### config.mk
export PLATFORM = sky130hd
export DESIGN_NAME = pmw_device_flat
export DESIGN_NICKNAME = d
export VERILOG_FILES = /design/src/pmw_pkg.sv /design/src/pmw_link_if.sv /design/src/pmw_device.sv /design/src/flat_wrapper.sv
export VERILOG_INCLUDE_DIRS = /design/src
export SDC_FILE = /design/constraint.sdc
export NUM_CORES = 1
export LEC_CHECK = 0
export ABC_AREA = 1
export ABC_CLOCK_PERIOD_IN_PS = 4370
export BUFFER_PORTS_ARGS = -buffer_cell sky130_fd_sc_hd__buf_2
export CORE_UTILIZATION = 43
export DETAILED_ROUTE_END_ITERATION = 7
export SLEW_MARGIN = 30
export SYNTH_ARGS = -nofsm -noshare
export SYNTH_HDL_FRONTEND = slang
export SYNTH_SLANG_ARGS = --single-unit
### constraint.sdc
create_clock -name CORE_CLK_IN -period 4.37 [get_ports CORE_CLK_IN]
set_clock_uncertainty 0.15 [all_clocks]
set_input_delay 0.2185 -clock CORE_CLK_IN [delete_from_list [all_inputs] [get_ports CORE_CLK_IN]]
set_output_delay 0.2185 -clock CORE_CLK_IN [all_outputs]
set_load 0.01 [all_outputs]
### src/pmw_map.svh
// Offsets, field positions, reset values and timing counts of the PIR motion window detector
`ifndef PMW_MAP_SVH
`define PMW_MAP_SVH

// Converter
`define PMW_RES_BITS 16
`define PMW_REF_MV 1250
`define PMW_LSB_NV 19073
`define PMW_CONV_CYC 4
`define PMW_FIFO_DEPTH 2

// Timing
`define PMW_CLK_HZ 20000000
`define PMW_RATE_HZ 32
`define PMW_PERIOD_CYC (`PMW_CLK_HZ / `PMW_RATE_HZ)
`define PMW_PERIOD_W 20

// Filter and window defaults
`define PMW_CUTOFF_MHZ 500
`define PMW_IIR_SHIFT 3
`define PMW_WIN_SIZE 1024
`define PMW_HALF_WIN (`PMW_WIN_SIZE / 2)
`define PMW_UPPER_RST 16'h7fff
`define PMW_LOWER_RST 16'h8000

// Host register byte offsets
`define PMW_REG_CTRL 5'h00
`define PMW_REG_HALF 5'h04
`define PMW_REG_PERIOD 5'h08
`define PMW_REG_SHIFT 5'h0c
`define PMW_REG_STATUS 5'h10
`define PMW_REG_CENTRE 5'h14

// Field positions
`define PMW_CTRL_SAMPLE 0
`define PMW_CTRL_DETECT 1
`define PMW_CTRL_SUSPEND 2
`define PMW_CTRL_RST 3'h3
`define PMW_STAT_MOTION 0
`define PMW_STAT_AWAKE 1
`define PMW_STAT_OVERRUN 2

`endif

### src/pmw_pkg.sv
// Types shared by both ends of the PIR motion window detector
package pmw_pkg;
    typedef logic signed [15:0] pmw_sample_t;
    typedef enum logic [1:0] {
        PMW_DEV_IDLE = 2'b00,
        PMW_DEV_CONV = 2'b01,
        PMW_DEV_PUSH = 2'b10
    } pmw_dev_state_t;
    typedef enum logic [1:0] {
        PMW_HOST_SLEEP = 2'b00,
        PMW_HOST_DRAIN = 2'b01,
        PMW_HOST_UPDATE = 2'b10
    } pmw_host_state_t;
endpackage

### src/pmw_link_if.sv
// Link between the converter end and the host end
interface pmw_link_if;
    import pmw_pkg::*;
    logic s_valid;
    logic s_ready;
    pmw_sample_t s_data;
    logic fifo_irq;
    logic motion_irq;
    logic overrun;
    logic irq_ack;
    logic thr_we;
    pmw_sample_t thr_upper;
    pmw_sample_t thr_lower;
    logic sample_en;
    logic detect_en;
    logic [19:0] period_cyc;

    modport dev (
        output s_valid, s_data, fifo_irq, motion_irq, overrun,
        input s_ready, irq_ack, thr_we, thr_upper, thr_lower, sample_en, detect_en, period_cyc
    );
    modport host (
        input s_valid, s_data, fifo_irq, motion_irq, overrun,
        output s_ready, irq_ack, thr_we, thr_upper, thr_lower, sample_en, detect_en, period_cyc
    );
endinterface

### src/pmw_device.sv
// Converter end: periodic timer, event routing, differential conversion, sample FIFO, window comparator
//
// Operation
// - Sample positive minus negative input differentially
// - Timer pulse over event fabric starts conversions
// - 16-bit results against 1.25 V reference
// - Batch samples in FIFO; FIFO and threshold interrupts
// - Hold upper/lower thresholds; interrupt on crossing
// - Sampling and comparing run during host deep sleep
// - Host low-passes samples with first-order IIR
// - Host writes window centred on filter output
// - Host keeps offset at least five RMS noise
// - Host may suspend detection during known disturbances
// - Host defaults: 32 Hz sampling, 1024 LSB window
//
// Local design decisions: the register addresses and the Wishbone register port.
`include "pmw_map.svh"

module pmw_device
    import pmw_pkg::*;
#(
    parameter int DEPTH = `PMW_FIFO_DEPTH,
    parameter int CONV_CYC = `PMW_CONV_CYC
)
(
    input wire logic CORE_CLK_IN, // 20 MHz clock
    input wire logic RESETN_IN, // Asynchronous reset, active low
    pmw_link_if.dev link, // Link to the host end
    input wire logic [15:0] AFE_POS_IN, // Positive input code
    input wire logic [15:0] AFE_NEG_IN, // Negative input code
    output logic MOTION_OUT, // Motion flag
    output logic OVERRUN_OUT, // Missed trigger flag
    output pmw_sample_t LAST_SAMPLE_OUT // Latest conversion result
);

    localparam int PW = (DEPTH > 1) ? $clog2(DEPTH) : 1;
    localparam int CW = $clog2(DEPTH + 1);
    localparam int KW = (CONV_CYC > 1) ? $clog2(CONV_CYC) : 1;
    localparam logic [PW-1:0] LAST_PTR = PW'(DEPTH - 1);
    localparam logic [CW-1:0] FULL_CNT = CW'(DEPTH);

    // Low-power periodic timer
    logic [`PMW_PERIOD_W-1:0] tmr_q;
    logic [`PMW_PERIOD_W-1:0] tmr_d;
    logic tick;

    always_comb
    begin
        tmr_d = tmr_q + 20'h1;
        tick = 1'b0;
        if (tmr_q >= link.period_cyc - 20'h1)
        begin
            tmr_d = 20'h0;
            tick = 1'b1;
        end
        if (!link.sample_en)
        begin
            tmr_d = 20'h0;
            tick = 1'b0;
        end
    end

    always_ff @(posedge CORE_CLK_IN or negedge RESETN_IN)
    begin
        if (!RESETN_IN)
            tmr_q <= 20'h0;
        else
            tmr_q <= tmr_d;
    end

    // Event routing fabric: one stage carrying the timer pulse to the converter
    logic evt_q;
    logic evt_d;

    always_comb
    begin
        evt_d = tick;
    end

    always_ff @(posedge CORE_CLK_IN or negedge RESETN_IN)
    begin
        if (!RESETN_IN)
            evt_q <= 1'b0;
        else
            evt_q <= evt_d;
    end

    // Converter
    pmw_dev_state_t st_q;
    pmw_dev_state_t st_d;
    logic [KW-1:0] cnt_q;
    logic [KW-1:0] cnt_d;
    logic [15:0] pos_q;
    logic [15:0] pos_d;
    logic [15:0] neg_q;
    logic [15:0] neg_d;
    pmw_sample_t res_q;
    pmw_sample_t res_d;
    pmw_sample_t upper_q;
    pmw_sample_t upper_d;
    pmw_sample_t lower_q;
    pmw_sample_t lower_d;
    logic motion_q;
    logic motion_d;
    logic ovr_q;
    logic ovr_d;
    logic signed [16:0] diff;
    pmw_sample_t conv;
    logic push;
    logic [CW-1:0] cnt_fifo_q;

    always_comb
    begin
        diff = $signed({1'b0, pos_q}) - $signed({1'b0, neg_q});
        if (diff > 17'sh07fff)
            conv = 16'sh7fff;
        else if (diff < -17'sh08000)
            conv = 16'sh8000;
        else
            conv = diff[15:0];
    end

    always_comb
    begin
        st_d = st_q;
        cnt_d = cnt_q;
        pos_d = pos_q;
        neg_d = neg_q;
        res_d = res_q;
        upper_d = upper_q;
        lower_d = lower_q;
        motion_d = motion_q;
        ovr_d = ovr_q;
        push = 1'b0;
        if (link.irq_ack)
        begin
            motion_d = 1'b0;
            ovr_d = 1'b0;
        end
        if (link.thr_we)
        begin
            upper_d = link.thr_upper;
            lower_d = link.thr_lower;
        end
        case (st_q)
            PMW_DEV_IDLE:
            begin
                if (evt_q)
                begin
                    pos_d = AFE_POS_IN;
                    neg_d = AFE_NEG_IN;
                    cnt_d = KW'(CONV_CYC - 1);
                    st_d = PMW_DEV_CONV;
                end
            end
            PMW_DEV_CONV:
            begin
                if (cnt_q == '0)
                begin
                    res_d = conv;
                    // Compare at once so a crossing is flagged even while the FIFO is full
                    if (link.detect_en && (conv > upper_q || conv < lower_q))
                        motion_d = 1'b1;
                    st_d = PMW_DEV_PUSH;
                end
                else
                    cnt_d = cnt_q - KW'(1);
            end
            PMW_DEV_PUSH:
            begin
                // Stalls here while the FIFO is full
                if (cnt_fifo_q != FULL_CNT)
                begin
                    push = 1'b1;
                    st_d = PMW_DEV_IDLE;
                end
            end
            default:
                st_d = PMW_DEV_IDLE;
        endcase
        if (evt_q && st_q != PMW_DEV_IDLE)
            ovr_d = 1'b1;
    end

    always_ff @(posedge CORE_CLK_IN or negedge RESETN_IN)
    begin
        if (!RESETN_IN)
        begin
            st_q <= PMW_DEV_IDLE;
            cnt_q <= '0;
            pos_q <= 16'h0;
            neg_q <= 16'h0;
            res_q <= 16'h0;
            upper_q <= `PMW_UPPER_RST;
            lower_q <= `PMW_LOWER_RST;
            motion_q <= 1'b0;
            ovr_q <= 1'b0;
        end
        else
        begin
            st_q <= st_d;
            cnt_q <= cnt_d;
            pos_q <= pos_d;
            neg_q <= neg_d;
            res_q <= res_d;
            upper_q <= upper_d;
            lower_q <= lower_d;
            motion_q <= motion_d;
            ovr_q <= ovr_d;
        end
    end

    // Sample FIFO
    pmw_sample_t mem_q [DEPTH];
    pmw_sample_t mem_d [DEPTH];
    logic [PW-1:0] wr_q;
    logic [PW-1:0] wr_d;
    logic [PW-1:0] rd_q;
    logic [PW-1:0] rd_d;
    logic [CW-1:0] cnt_fifo_d;
    logic pop;

    always_comb
    begin
        mem_d = mem_q;
        wr_d = wr_q;
        rd_d = rd_q;
        cnt_fifo_d = cnt_fifo_q;
        pop = link.s_valid && link.s_ready;
        if (push)
        begin
            mem_d[wr_q] = res_q;
            wr_d = (wr_q == LAST_PTR) ? '0 : wr_q + PW'(1);
        end
        if (pop)
            rd_d = (rd_q == LAST_PTR) ? '0 : rd_q + PW'(1);
        if (push && !pop)
            cnt_fifo_d = cnt_fifo_q + CW'(1);
        else if (pop && !push)
            cnt_fifo_d = cnt_fifo_q - CW'(1);
    end

    always_ff @(posedge CORE_CLK_IN or negedge RESETN_IN)
    begin
        if (!RESETN_IN)
        begin
            for (int i = 0; i < DEPTH; i++)
                mem_q[i] <= 16'h0;
            wr_q <= '0;
            rd_q <= '0;
            cnt_fifo_q <= '0;
        end
        else
        begin
            mem_q <= mem_d;
            wr_q <= wr_d;
            rd_q <= rd_d;
            cnt_fifo_q <= cnt_fifo_d;
        end
    end

    assign link.s_valid = (cnt_fifo_q != '0);
    assign link.s_data = mem_q[rd_q];
    assign link.fifo_irq = (cnt_fifo_q == FULL_CNT);
    assign link.motion_irq = motion_q;
    assign link.overrun = ovr_q;
    assign MOTION_OUT = motion_q;
    assign OVERRUN_OUT = ovr_q;
    assign LAST_SAMPLE_OUT = res_q;

endmodule

### src/flat_wrapper.sv
// flat-port wrapper written by rule: the top's interface ports become plain ports
module pmw_device_flat import pmw_pkg::*;
#(
    parameter int DEPTH = `PMW_FIFO_DEPTH,
    parameter int CONV_CYC = `PMW_CONV_CYC
)
  (CORE_CLK_IN, RESETN_IN, AFE_POS_IN, AFE_NEG_IN, MOTION_OUT, OVERRUN_OUT, LAST_SAMPLE_OUT, link_s_valid, link_s_data, link_fifo_irq, link_motion_irq, link_overrun, link_s_ready, link_irq_ack, link_thr_we, link_thr_upper, link_thr_lower, link_sample_en, link_detect_en, link_period_cyc);
  pmw_link_if link_i ();
  input wire logic CORE_CLK_IN;
  input wire logic RESETN_IN;
  input wire logic [15:0] AFE_POS_IN;
  input wire logic [15:0] AFE_NEG_IN;
  output logic MOTION_OUT;
  output logic OVERRUN_OUT;
  output pmw_sample_t LAST_SAMPLE_OUT;
  output wire logic [$bits(link_i.s_valid)-1:0] link_s_valid;
  output wire logic [$bits(link_i.s_data)-1:0] link_s_data;
  output wire logic [$bits(link_i.fifo_irq)-1:0] link_fifo_irq;
  output wire logic [$bits(link_i.motion_irq)-1:0] link_motion_irq;
  output wire logic [$bits(link_i.overrun)-1:0] link_overrun;
  input wire logic [$bits(link_i.s_ready)-1:0] link_s_ready;
  input wire logic [$bits(link_i.irq_ack)-1:0] link_irq_ack;
  input wire logic [$bits(link_i.thr_we)-1:0] link_thr_we;
  input wire logic [$bits(link_i.thr_upper)-1:0] link_thr_upper;
  input wire logic [$bits(link_i.thr_lower)-1:0] link_thr_lower;
  input wire logic [$bits(link_i.sample_en)-1:0] link_sample_en;
  input wire logic [$bits(link_i.detect_en)-1:0] link_detect_en;
  input wire logic [$bits(link_i.period_cyc)-1:0] link_period_cyc;
  assign link_s_valid = link_i.s_valid;
  assign link_s_data = link_i.s_data;
  assign link_fifo_irq = link_i.fifo_irq;
  assign link_motion_irq = link_i.motion_irq;
  assign link_overrun = link_i.overrun;
  assign link_i.s_ready = link_s_ready;
  assign link_i.irq_ack = link_irq_ack;
  assign link_i.thr_we = link_thr_we;
  assign link_i.thr_upper = link_thr_upper;
  assign link_i.thr_lower = link_thr_lower;
  assign link_i.sample_en = link_sample_en;
  assign link_i.detect_en = link_detect_en;
  assign link_i.period_cyc = link_period_cyc;
  pmw_device #(.DEPTH(DEPTH), .CONV_CYC(CONV_CYC)) u_core (.CORE_CLK_IN(CORE_CLK_IN), .RESETN_IN(RESETN_IN), .link(link_i), .AFE_POS_IN(AFE_POS_IN), .AFE_NEG_IN(AFE_NEG_IN), .MOTION_OUT(MOTION_OUT), .OVERRUN_OUT(OVERRUN_OUT), .LAST_SAMPLE_OUT(LAST_SAMPLE_OUT));
endmodule
==> results of run 1 <==
-- worst max-delay path, stage by stage (launching register included) --
cell and delay (ps):
sky130_fd_sc_hd__dfrtp_1 400, sky130_fd_sc_hd__ha_1 220, sky130_fd_sc_hd__fa_1 390, sky130_fd_sc_hd__o21ai_0 260, sky130_fd_sc_hd__nand3_1 130, sky130_fd_sc_hd__nand2_2 120, sky130_fd_sc_hd__a21oi_2 100, sky130_fd_sc_hd__nand3_1 110
sky130_fd_sc_hd__inv_1 180, sky130_fd_sc_hd__o21ai_1 470, sky130_fd_sc_hd__ha_1 330, sky130_fd_sc_hd__nand2_1 70, sky130_fd_sc_hd__o21ai_0 90, sky130_fd_sc_hd__nand2_1 60, sky130_fd_sc_hd__o211ai_1 110, sky130_fd_sc_hd__nand2_1 90
sky130_fd_sc_hd__o2111ai_1 120, sky130_fd_sc_hd__o31ai_1 230, sky130_fd_sc_hd__nand3_1 110, sky130_fd_sc_hd__nand2_1 70, sky130_fd_sc_hd__nand2_1 60
-- power groups by stage --
stage          clock network [mW]  logic, mW  registers, mW
2_1_floorplan                   0       1.10           1.63
4_1_cts                      1.58       1.62           1.67
3_5_place_dp                    0       1.56           1.69
5_1_grt                      1.63       1.90           1.69
6_report                     1.55       1.64           1.67
3_3_place_gp                    0       1.55           1.69
-- per-layer routing --
metal / vias to the layer above / track usage (%) / part of all wire (%)
met5: - / 0 / 0
met4: 0 / 6.58 / 1.5
met3: 21 / 3.76 / 3.0
met2: 119 / 32.8 / 46
met1: 3096 / 27.3 / 49
li1: 3484 / - / -
-- sequential cells by signal, summed over array words and instances, names as in the netlist, 2 cells and up --
| register | flops |
|---|---|
| u_core.pos_q | 16 |
| u_core.st_q | 2 |
| u_core.tmr_q | 20 |
| u_core.cnt_fifo_q | 2 |
| u_core.cnt_q | 2 |
| u_core.mem_q | 32 |
| u_core.lower_q | 16 |
| u_core.upper_q | 16 |
| u_core.neg_q | 16 |
| u_core.LAST_SAMPLE_OUT | 16 |
-- worst paths after layout --
kind / endpoint / startpoint / depth (start not counted) / slack, ps
hold / removal: u_core.MOTION_OUT$_DFF_PN0_ / link_detect_en / 5 / 40
setup / recovery: u_core.MOTION_OUT$_DFF_PN0_ / u_core.neg_q[0]$_DFFE_PN0P_ / 20 / 370
min in group asynchronous: u_core.mem_q[23]$_DFFE_PN0P_ / RESETN_IN / 2 / 290
setup reg to reg: u_core.MOTION_OUT$_DFF_PN0_ / u_core.neg_q[0]$_DFFE_PN0P_ / 20 / 370
max in group asynchronous: u_core.pos_q[9]$_DFFE_PN0P_ / RESETN_IN / 3 / 2690
hold reg to reg: u_core.tmr_q[0]$_DFF_PN0_ / u_core.tmr_q[0]$_DFF_PN0_ / 1 / 310
-- cell usage in the layout (no fill, tap or decap), types with 4 or more instances in the layout --
master,n
sky130_fd_sc_hd__a211oi_1,5
sky130_fd_sc_hd__a21oi_1,47
sky130_fd_sc_hd__buf_2,127
sky130_fd_sc_hd__buf_4,4
sky130_fd_sc_hd__clkbuf_16,17
sky130_fd_sc_hd__dfrtp_1,127
sky130_fd_sc_hd__dfstp_2,16
sky130_fd_sc_hd__dlygate4sd3_1,68
sky130_fd_sc_hd__ha_1,72
sky130_fd_sc_hd__inv_1,133
sky130_fd_sc_hd__inv_8,5
sky130_fd_sc_hd__mux2_2,33
sky130_fd_sc_hd__nand2_1,205
sky130_fd_sc_hd__nand3_1,18
sky130_fd_sc_hd__nand3_2,4
sky130_fd_sc_hd__nand4_1,8
sky130_fd_sc_hd__nor2_1,77
sky130_fd_sc_hd__nor2_2,6
sky130_fd_sc_hd__nor3_1,4
sky130_fd_sc_hd__nor3_2,5
sky130_fd_sc_hd__o21ai_0,77
sky130_fd_sc_hd__o21ai_1,10
sky130_fd_sc_hd__o21bai_1,4
sky130_fd_sc_hd__xnor2_1,17
sky130_fd_sc_hd__xor2_1,31
-- cell families (layout without fill, tap and decap cells) --
kind of cell / count (synthesis) / after routing / synth area share (%)
mux: 33 / 33 / 4.51
fa+ha+maj: 73 / 73 / 11.2
buf+inv: 164 / 367 / 7.57
flops: 143 / 143 / 43.6
xor+xnor: 48 / 48 / 5.10
simple gates: 341 / 341 / 17.7
compound gates: 158 / 158 / 10.3
-- area by class of cell --
class,count,share of cell area [%]
multi-input cells,653,38.7
flip-flops and latches,143,34.5
repair buffers,200,13.1
inverters,135,4.86
clock buffers,17,4.08
well taps,234,2.81
clock inverters,15,1.91
-- repair_timing --
action                                 CTS  global route
gates resized for setup                  0            13
endpoints found under the hold margin  155             0
setup buffers                            0             0
hold buffers                            68             0
setup endpoints to repair                0             1
-- stage by stage --
stage                     total power [mW]  instances  util [%]  hold WS [ps]
final                                 4.85       1397      55.5          39.0
after global routing                  5.22       1397      55.5          54.5
after CTS                             4.87       1397      55.5          20.8
after detailed placement              3.26       1297      48.5           222
after global placement                3.24       1297      48.5           234
after floorplan                       2.73        960         -          -227
==> results.txt, run 1 <==
Measured against its own limit, the worst slew margin works out to 38.3%. The first TritonRoute pass finished after 4 iterations. Type of the worst setup path: reg2reg.

The insertion delay of the later-clocked pin in the worst-skew pair was 420 ps. Die height: 140 um. 0 antenna diodes ended up in the layout.

For this design the total switching power over the nets is 1.77 mW. The total number of yosys warnings is 0, and the hold violation count in the final report is 0. The number of antenna violations at the first check in global routing was 0. The worst path uses 91.5% of the clock period. Maximum number of pins on one net before global-route repair: 97.

Combinational logic is responsible for 33.7% of the overall power. Before CTS, the worst setup slack after placement is 143 ps. The number of setup violations in the final report is 0, and the max-cap violation count is 0.

The kind of start point of the critical path was a flip-flop. The count of input and output buffers is 128. Static timing analysis puts the maximum clock frequency at 250 MHz. After synthesis, the largest area contributor takes up 38.5% of total cell area.

The power density over the cells works out to 466 mW/mm2. At the worst endpoint, the arrival time is 4160 ps. The count of clock tree sinks was 143; the number of nets still failing antenna checks after routing was 0.

The async set-or-reset flop fraction in the synthesized netlist was 100%. The aggregate negative setup slack is 0 ps, and the cell area reported after detailed placement is 0.00910 mm2. In this run the deepest clock path goes through 2 buffers. In this run, the clock network consumes 31.9% of the power. Clock-pin slew was measured on the worst setup and hold paths at 60 ps.

After floorplanning, the core was divided into 50 placement rows. Sequential elements use 43.6% of the synthesized area. The fraction of final layout cells with drive strength greater than 1 works out to 20.6%. Dividing the detail-routed wire length by the instance count gives 13.3 um. The proportion of power drawn by flip-flops and latches was 34.4%; the iteration-0 DRC count of the detailed router was 263. In the routed design, unresolved DRC markers number 0.

In this run the static leakage power is 5.37 nW. The first global-routing pass estimated 31400 um of wire. During I/O placement, the number of pins put on the boundary was 129. Once the floorplan was initialized, standard cells occupied 43.9% of the core. The multi-input combinational cells in the finished layout cover a total of 0.00404 mm2.

At the end of routability-driven placement, the weighted congestion stood at 0.851. The die covers 0.0197 mm2. The worst setup path is captured at a flip-flop. Across every metal layer, demand over resource in global routing totals 20.2%. Ranked by total cell area, the synthesized netlist is headed by sky130_fd_sc_hd__dfrtp_1, sky130_fd_sc_hd__ha_1, sky130_fd_sc_hd__nand2_1. Sorting the synthesized cells by how often they occur yields sky130_fd_sc_hd__nand2_1, sky130_fd_sc_hd__inv_1, sky130_fd_sc_hd__dfrtp_1. The net count of the mapped netlist was 1124. The final layout contains routed wiring with a total length of 18600 um. The post-layout worst setup margin was 372 ps; the total congestion overflow was 0.

The critical path data required time is 4530 ps, and the instance count of the mapped netlist is 960. The logs give 0 for the count of pins over their slew limit and 0.424 mV for the worst supply voltage drop on vdd. In this run the worst path has a maximum fanout of 14.

The number of enable-type register cells in the synthesized netlist was 0. The most used flip-flop cell after synthesis is sky130_fd_sc_hd__dfrtp_1. Dividing the detail-routed via count by the number of cells gives 4.81. The run gives 3.08 mW as the internal cell power. Detailed placement finished with a half-perimeter wire length of 13600 um. Final period demand of the worst path: 4000 ps. The core region is 0.0188 mm2. Setup repair after global routing left no endpoint under its margin. The tree is rooted in a sky130_fd_sc_hd__clkbuf_16. The net count of the finished layout is 1314.

In the final layout, flip-flops and latches occupy 0.00360 mm2. Synthesized area divided by synthesized cell count: 8.59 um2. Relative to the synthesized area, the layout overhead comes to 26.3%. TritonCTS built the clock tree. The synthesized area is 0.00825 mm2. The biggest area contributor in the post-synthesis netlist is sky130_fd_sc_hd__dfrtp_1. The H-tree was split into 4 levels.

The flow ran to the end, and the final reports show no timing, DRC or antenna violations. The number of fill cells in the layout is 1757, and the actual transition at the worst max-transition pin is 923 ps. Detailed routing inserted a total of 6720 vias. Yosys mapped the design onto 44 distinct sky130hd cell types. sky130_fd_sc_hd__nand2_1 is the most common cell in the netlist.

The die is 140 um wide. Worst min-delay path class: in2reg. After routing the design area is 0.0104 mm2. Synthesis inferred 143 register bits.

The run gives 17 as the number of buffers added by the clock tree synthesis step. The via count of the first global-routing pass is 6548. The proportion of total power due to net switching was 36.5%.
(Power assumes the default switching activity.)
==> inputs of run 2 (changes only) <==
ABC_AREA = 0   (was 1)
==> results.txt, run 2 <==
The run finished, with violations left. The final reports fail on design-rule violations. Initial cell density of the core: 43.8% (-0.11 points).

The number of enable-type register cells in the synthesized netlist is 0 (unchanged). The run gives 1232 (-6.2%) as the final net count. Via count of the first global-routing pass: 6501 (-0.72%). The routed via count divided by cell count is 5.04 (+4.7%), and the complex-gate fraction of the synthesized area is 11.2% (+0.92 points). In the synthesized netlist, the cells that appear most often are sky130_fd_sc_hd__dfrtp_1, sky130_fd_sc_hd__nand2_1, sky130_fd_sc_hd__mux2_2. Cell type contributing the most total cell area after synthesis: sky130_fd_sc_hd__dfrtp_1. The fraction of final layout cells with drive strength greater than 1 works out to 33.3% (+13 points). The tools report the insertion delay of the later-clocked pin in the worst-skew pair as 430 ps (about the same). The instance count of the mapped netlist is 817 (-15%), and the XOR/XNOR share of the synthesized area is 5.43% (+0.34 points).

The placer congestion estimate is 0.902 (+6.1%). The library cells used most frequently in the layout, excluding fill and tap cells, are sky130_fd_sc_hd__buf_2, sky130_fd_sc_hd__dfrtp_1, sky130_fd_sc_hd__nand2_1. The final cycle utilization of the critical path works out to 96.8% (+5.3 points). The final period demand of the worst path came out at 4230 ps (+231 ps). The max-cap violation count is 0 (unchanged). For the detailed-router iteration count before antenna repair, the log shows 8 (+4). The width of the die is 140 um (-0.29%). The instance count along the most critical hold path works out to 3 (-2). Area of the die: 0.0196 mm2 (-0.58%). Number of buffers added by the clock tree synthesis step: 17 (unchanged). The net count of the mapped netlist is 981 (-13%).

The run gives 0 (unchanged) as the count of pins over their slew limit. The post-synthesis mux area share is 10.4% (+5.9 points), and the total inserted antenna cells is 0 (unchanged). The post-synthesis cell type count was 55 (+25%); the worst-case setup slack after placement was -188 ps (-331 ps). TritonCTS built the clock tree.

The total via count in the routed design is 6624 (-1.4%). The fraction of post-synthesis cell area in the top cell type by area is 38.8% (+0.23 points). The setup path with the least slack is of type reg2reg. The wire length of the first global-routing pass was 32100 um (+2.1%); the count of input and output buffers was 128 (unchanged). Final standard cell count with taps included and fillers excluded: 1315 (-5.9%). The number of levels the H-tree was split into is 4 (unchanged). The number of antenna violations at the first check in global routing is 0 (unchanged). Setup repair after global routing could not meet its margin everywhere. The tools report the standby leakage power as 5.56 nW (+3.5%). The register with the highest flop count was u_core.mem_q. By area, the combinational part of the netlist is dominated by simple AND/OR/NAND/NOR gates. Prevailing post-synth register cell: sky130_fd_sc_hd__dfrtp_1. For the global-route usage over all layers, the log shows 20.8% (+0.59 points). The nature of the critical path endpoint was a flip-flop. The number of standard-cell rows in the floorplan was 50 (unchanged); the clock-pin slew on the worst setup and hold paths was 60 ps (about the same).

The flip-flop count of the largest register after layout was 32 (unchanged); the adder-cell area share of the yosys netlist was 11.4% (+0.23 points). The buffer cell driving the clock tree root is sky130_fd_sc_hd__clkbuf_16. The reg-to-reg endpoint is u_core.MOTION_OUT$_DFF_PN0_.

The worst setup path startpoint was u_core.neg_q[0]$_DFFE_PN0P_. The tightest min-delay check is of the in2reg type. The startpoint of the worst hold path is link_thr_we. The worst-case headroom to the max-slew limit is 39.1% (+0.87 points). The number of cells on the worst reg-to-reg path is 18 (-10%), and the synthesized area divided by synthesized cell count is 10.0 um2 (+17%).

The total instance count after detailed placement is 1197 (-7.7%). The proportion of synthesized chip area in sequential cells is 43.9% (+0.26 points). The count of clock tree sinks is 143 (unchanged), and the top fanout value on the critical path is 6 (-8). Most used standard cell by instance count after synthesis: sky130_fd_sc_hd__dfrtp_1. The sink of the worst hold path was u_core.upper_q[6]$_DFFE_PN1P_. The async set-or-reset flop fraction in the synthesized netlist works out to 100% (unchanged). The I/O pin count was 129 (unchanged); the post-layout worst setup margin was 141 ps (-231 ps). The total of flip-flops plus latches after synthesis was 143 (unchanged); the iteration-0 DRC count of the detailed router was 307 (+17%). The detailed placer's ending HPWL was 13600 um (about the same). The startpoint identified for the worst register-to-register timing path is u_core.neg_q[0]$_DFFE_PN0P_.

Reg-to-reg setup timing slack: 140 ps (-230 ps). The peak clock frequency supported by timing is 236 MHz (-5.5%), and the worst path arrival time is 4380 ps (+220 ps). The deepest clock path buffer count was 2 (unchanged); the post-detailed-routing wire length was 19400 um (+4.7%). The number of DRC violations after detailed routing was 1 (+1).

The total number of yosys warnings is 0 (unchanged), and the critical path data required time is 4520 ps (about the same). The hold violation count in the final report was 0 (unchanged). The power density over the cells was 399 mW/mm2 (-14%).

The worst supply voltage drop on vdd was 0.312 mV (-26%); the die height was 140 um (-0.29%). The post-route core utilization was 58.5% (+3.0 points). The largest registers in the layout are u_core.mem_q: 32 flops, u_core.tmr_q: 20 flops. The number of nets still failing antenna checks after routing was 0 (unchanged); the post-synthesis share of cell area spent on and, or, nand and nor gates was 13.1% (-4.6 points). The actual transition at the worst max-transition pin works out to 913 ps (-9.79 ps). The worst setup path is launched from a flip-flop. In the post-synthesis netlist, the biggest area contributors are sky130_fd_sc_hd__dfrtp_1, sky130_fd_sc_hd__ha_1, sky130_fd_sc_hd__mux2_2.

The tools report the maximum number of pins on one net before global-route repair as 102 (+5.2%). The floorplan core area was 0.0187 mm2 (-0.33%). The area growth from synthesis to layout is 33.5%. The mean routed wirelength per cell is 14.8 um (+11%). Synthesized area: 0.00820 mm2 (-0.59%). The number of setup violations in the final report is 0 (unchanged).

The total congestion overflow is 0 (unchanged).
==> run 2: changes by cell type after synthesis, moves of 7 or more <==
cell / change
sky130_fd_sc_hd__a21o_1: +13
sky130_fd_sc_hd__nand2b_1: +11
sky130_fd_sc_hd__nand3_1: -7
sky130_fd_sc_hd__and3_1: +7
sky130_fd_sc_hd__mux2_2: +41
sky130_fd_sc_hd__o21ai_0: -24
sky130_fd_sc_hd__xor2_1: -10
sky130_fd_sc_hd__a21oi_1: -8
sky130_fd_sc_hd__inv_1: -74
sky130_fd_sc_hd__nand2_1: -105
sky130_fd_sc_hd__xnor2_1: +11
sky130_fd_sc_hd__nor2_1: -23
==> run 2: kinds of logic after synthesis <==
| logic type | count (synthesis) |
|---|---|
| flip-flops | 143 |
| buffers and inverters | 86 |
| multiplexers | 76 |
| XOR/XNOR | 50 |
| AO/OA/AOI/OAI | 152 |
| AND/OR/NAND/NOR | 236 |
| adder cells (fa/ha/maj) | 74 |
==> run 2: metal layers <==
metal / vias to the layer above / routed length (um) / GRT usage [%]
met4: 0 / 340 / 6.65
met2: 150 / 8910 / 33.0
li1: 3321 / - / -
met1: 3128 / 9480 / 28.6
met5: - / 0 / 0
met3: 25 / 693 / 4.14
==> run 2: worst max-delay path by stage <==
stage                     cells after the start                          end  slack (ps)
after floorplan                              20  u_core.MOTION_OUT$_DFF_PN0_           3
after global placement                       20  u_core.MOTION_OUT$_DFF_PN0_         -20
after detailed placement                     20  u_core.MOTION_OUT$_DFF_PN0_        -190
after CTS                                    19  u_core.MOTION_OUT$_DFF_PN0_         100
after global routing                         20  u_core.MOTION_OUT$_DFF_PN0_         -20
final                                        18  u_core.MOTION_OUT$_DFF_PN0_         140
==> run 2: timing repair <==
| action | 4_1_cts | 5_1_grt |
|---|---|---|
| endpoints found under the setup margin | 1 | 1 |
| endpoints found under the hold margin | 155 | 0 |
| gates resized for setup | 26 | 11 |
| buffers inserted | 15 | 2 |
| pin swaps | 24 | 15 |
| hold buffers | 69 | 0 |
| cloned | 0 | 0 |
==> run 2: layout make-up <==
class	count	area, um2
multi-input cells	588	4420
fillers	1617	7760
clock buffers	17	425
well taps	234	293
repair buffers	259	1810
flip-flops and latches	143	3600
clock inverters	15	171
inverters	59	221
==> run 2: per-stage QoR <==
step                      cell area [um2]  total power, mW  hold slack, ps  TNS [ps]
after floorplan                      8210             2.32            -227         0
after global placement               9350             2.73             250     -24.3
after detailed placement             9350             2.75             252      -188
after CTS                           10900             4.38             235         0
after global routing                10900             4.61             316     -20.9
final                               10900             4.36             263         0
==> run 2: critical path, cell delays in order, from the launching register on <==
cell                       delay (ps)
sky130_fd_sc_hd__dfrtp_1          380
sky130_fd_sc_hd__ha_2             180
sky130_fd_sc_hd__fa_2             330
sky130_fd_sc_hd__nand2b_4         150
sky130_fd_sc_hd__a21oi_2          150
sky130_fd_sc_hd__o211ai_1         130
sky130_fd_sc_hd__a21oi_1          200
sky130_fd_sc_hd__o22ai_2          130
sky130_fd_sc_hd__or2_4            310
sky130_fd_sc_hd__buf_6            140
sky130_fd_sc_hd__clkbuf_2         130
sky130_fd_sc_hd__a21oi_2          200
sky130_fd_sc_hd__ha_1             260
sky130_fd_sc_hd__or2_2            290
sky130_fd_sc_hd__a21oi_2          150
sky130_fd_sc_hd__a21oi_2           50
sky130_fd_sc_hd__or4_4            480
sky130_fd_sc_hd__a32oi_2          180
sky130_fd_sc_hd__o21ai_1          100
==> run 2: power by group <==
group	leakage [nW]	internal [mW]	total, mW	switching [mW]
logic	3.46	0.621	1.21	0.593
clock network	0.285	0.857	1.48	0.621
registers	1.81	1.50	1.67	0.170
total	5.56	2.98	4.36	1.38
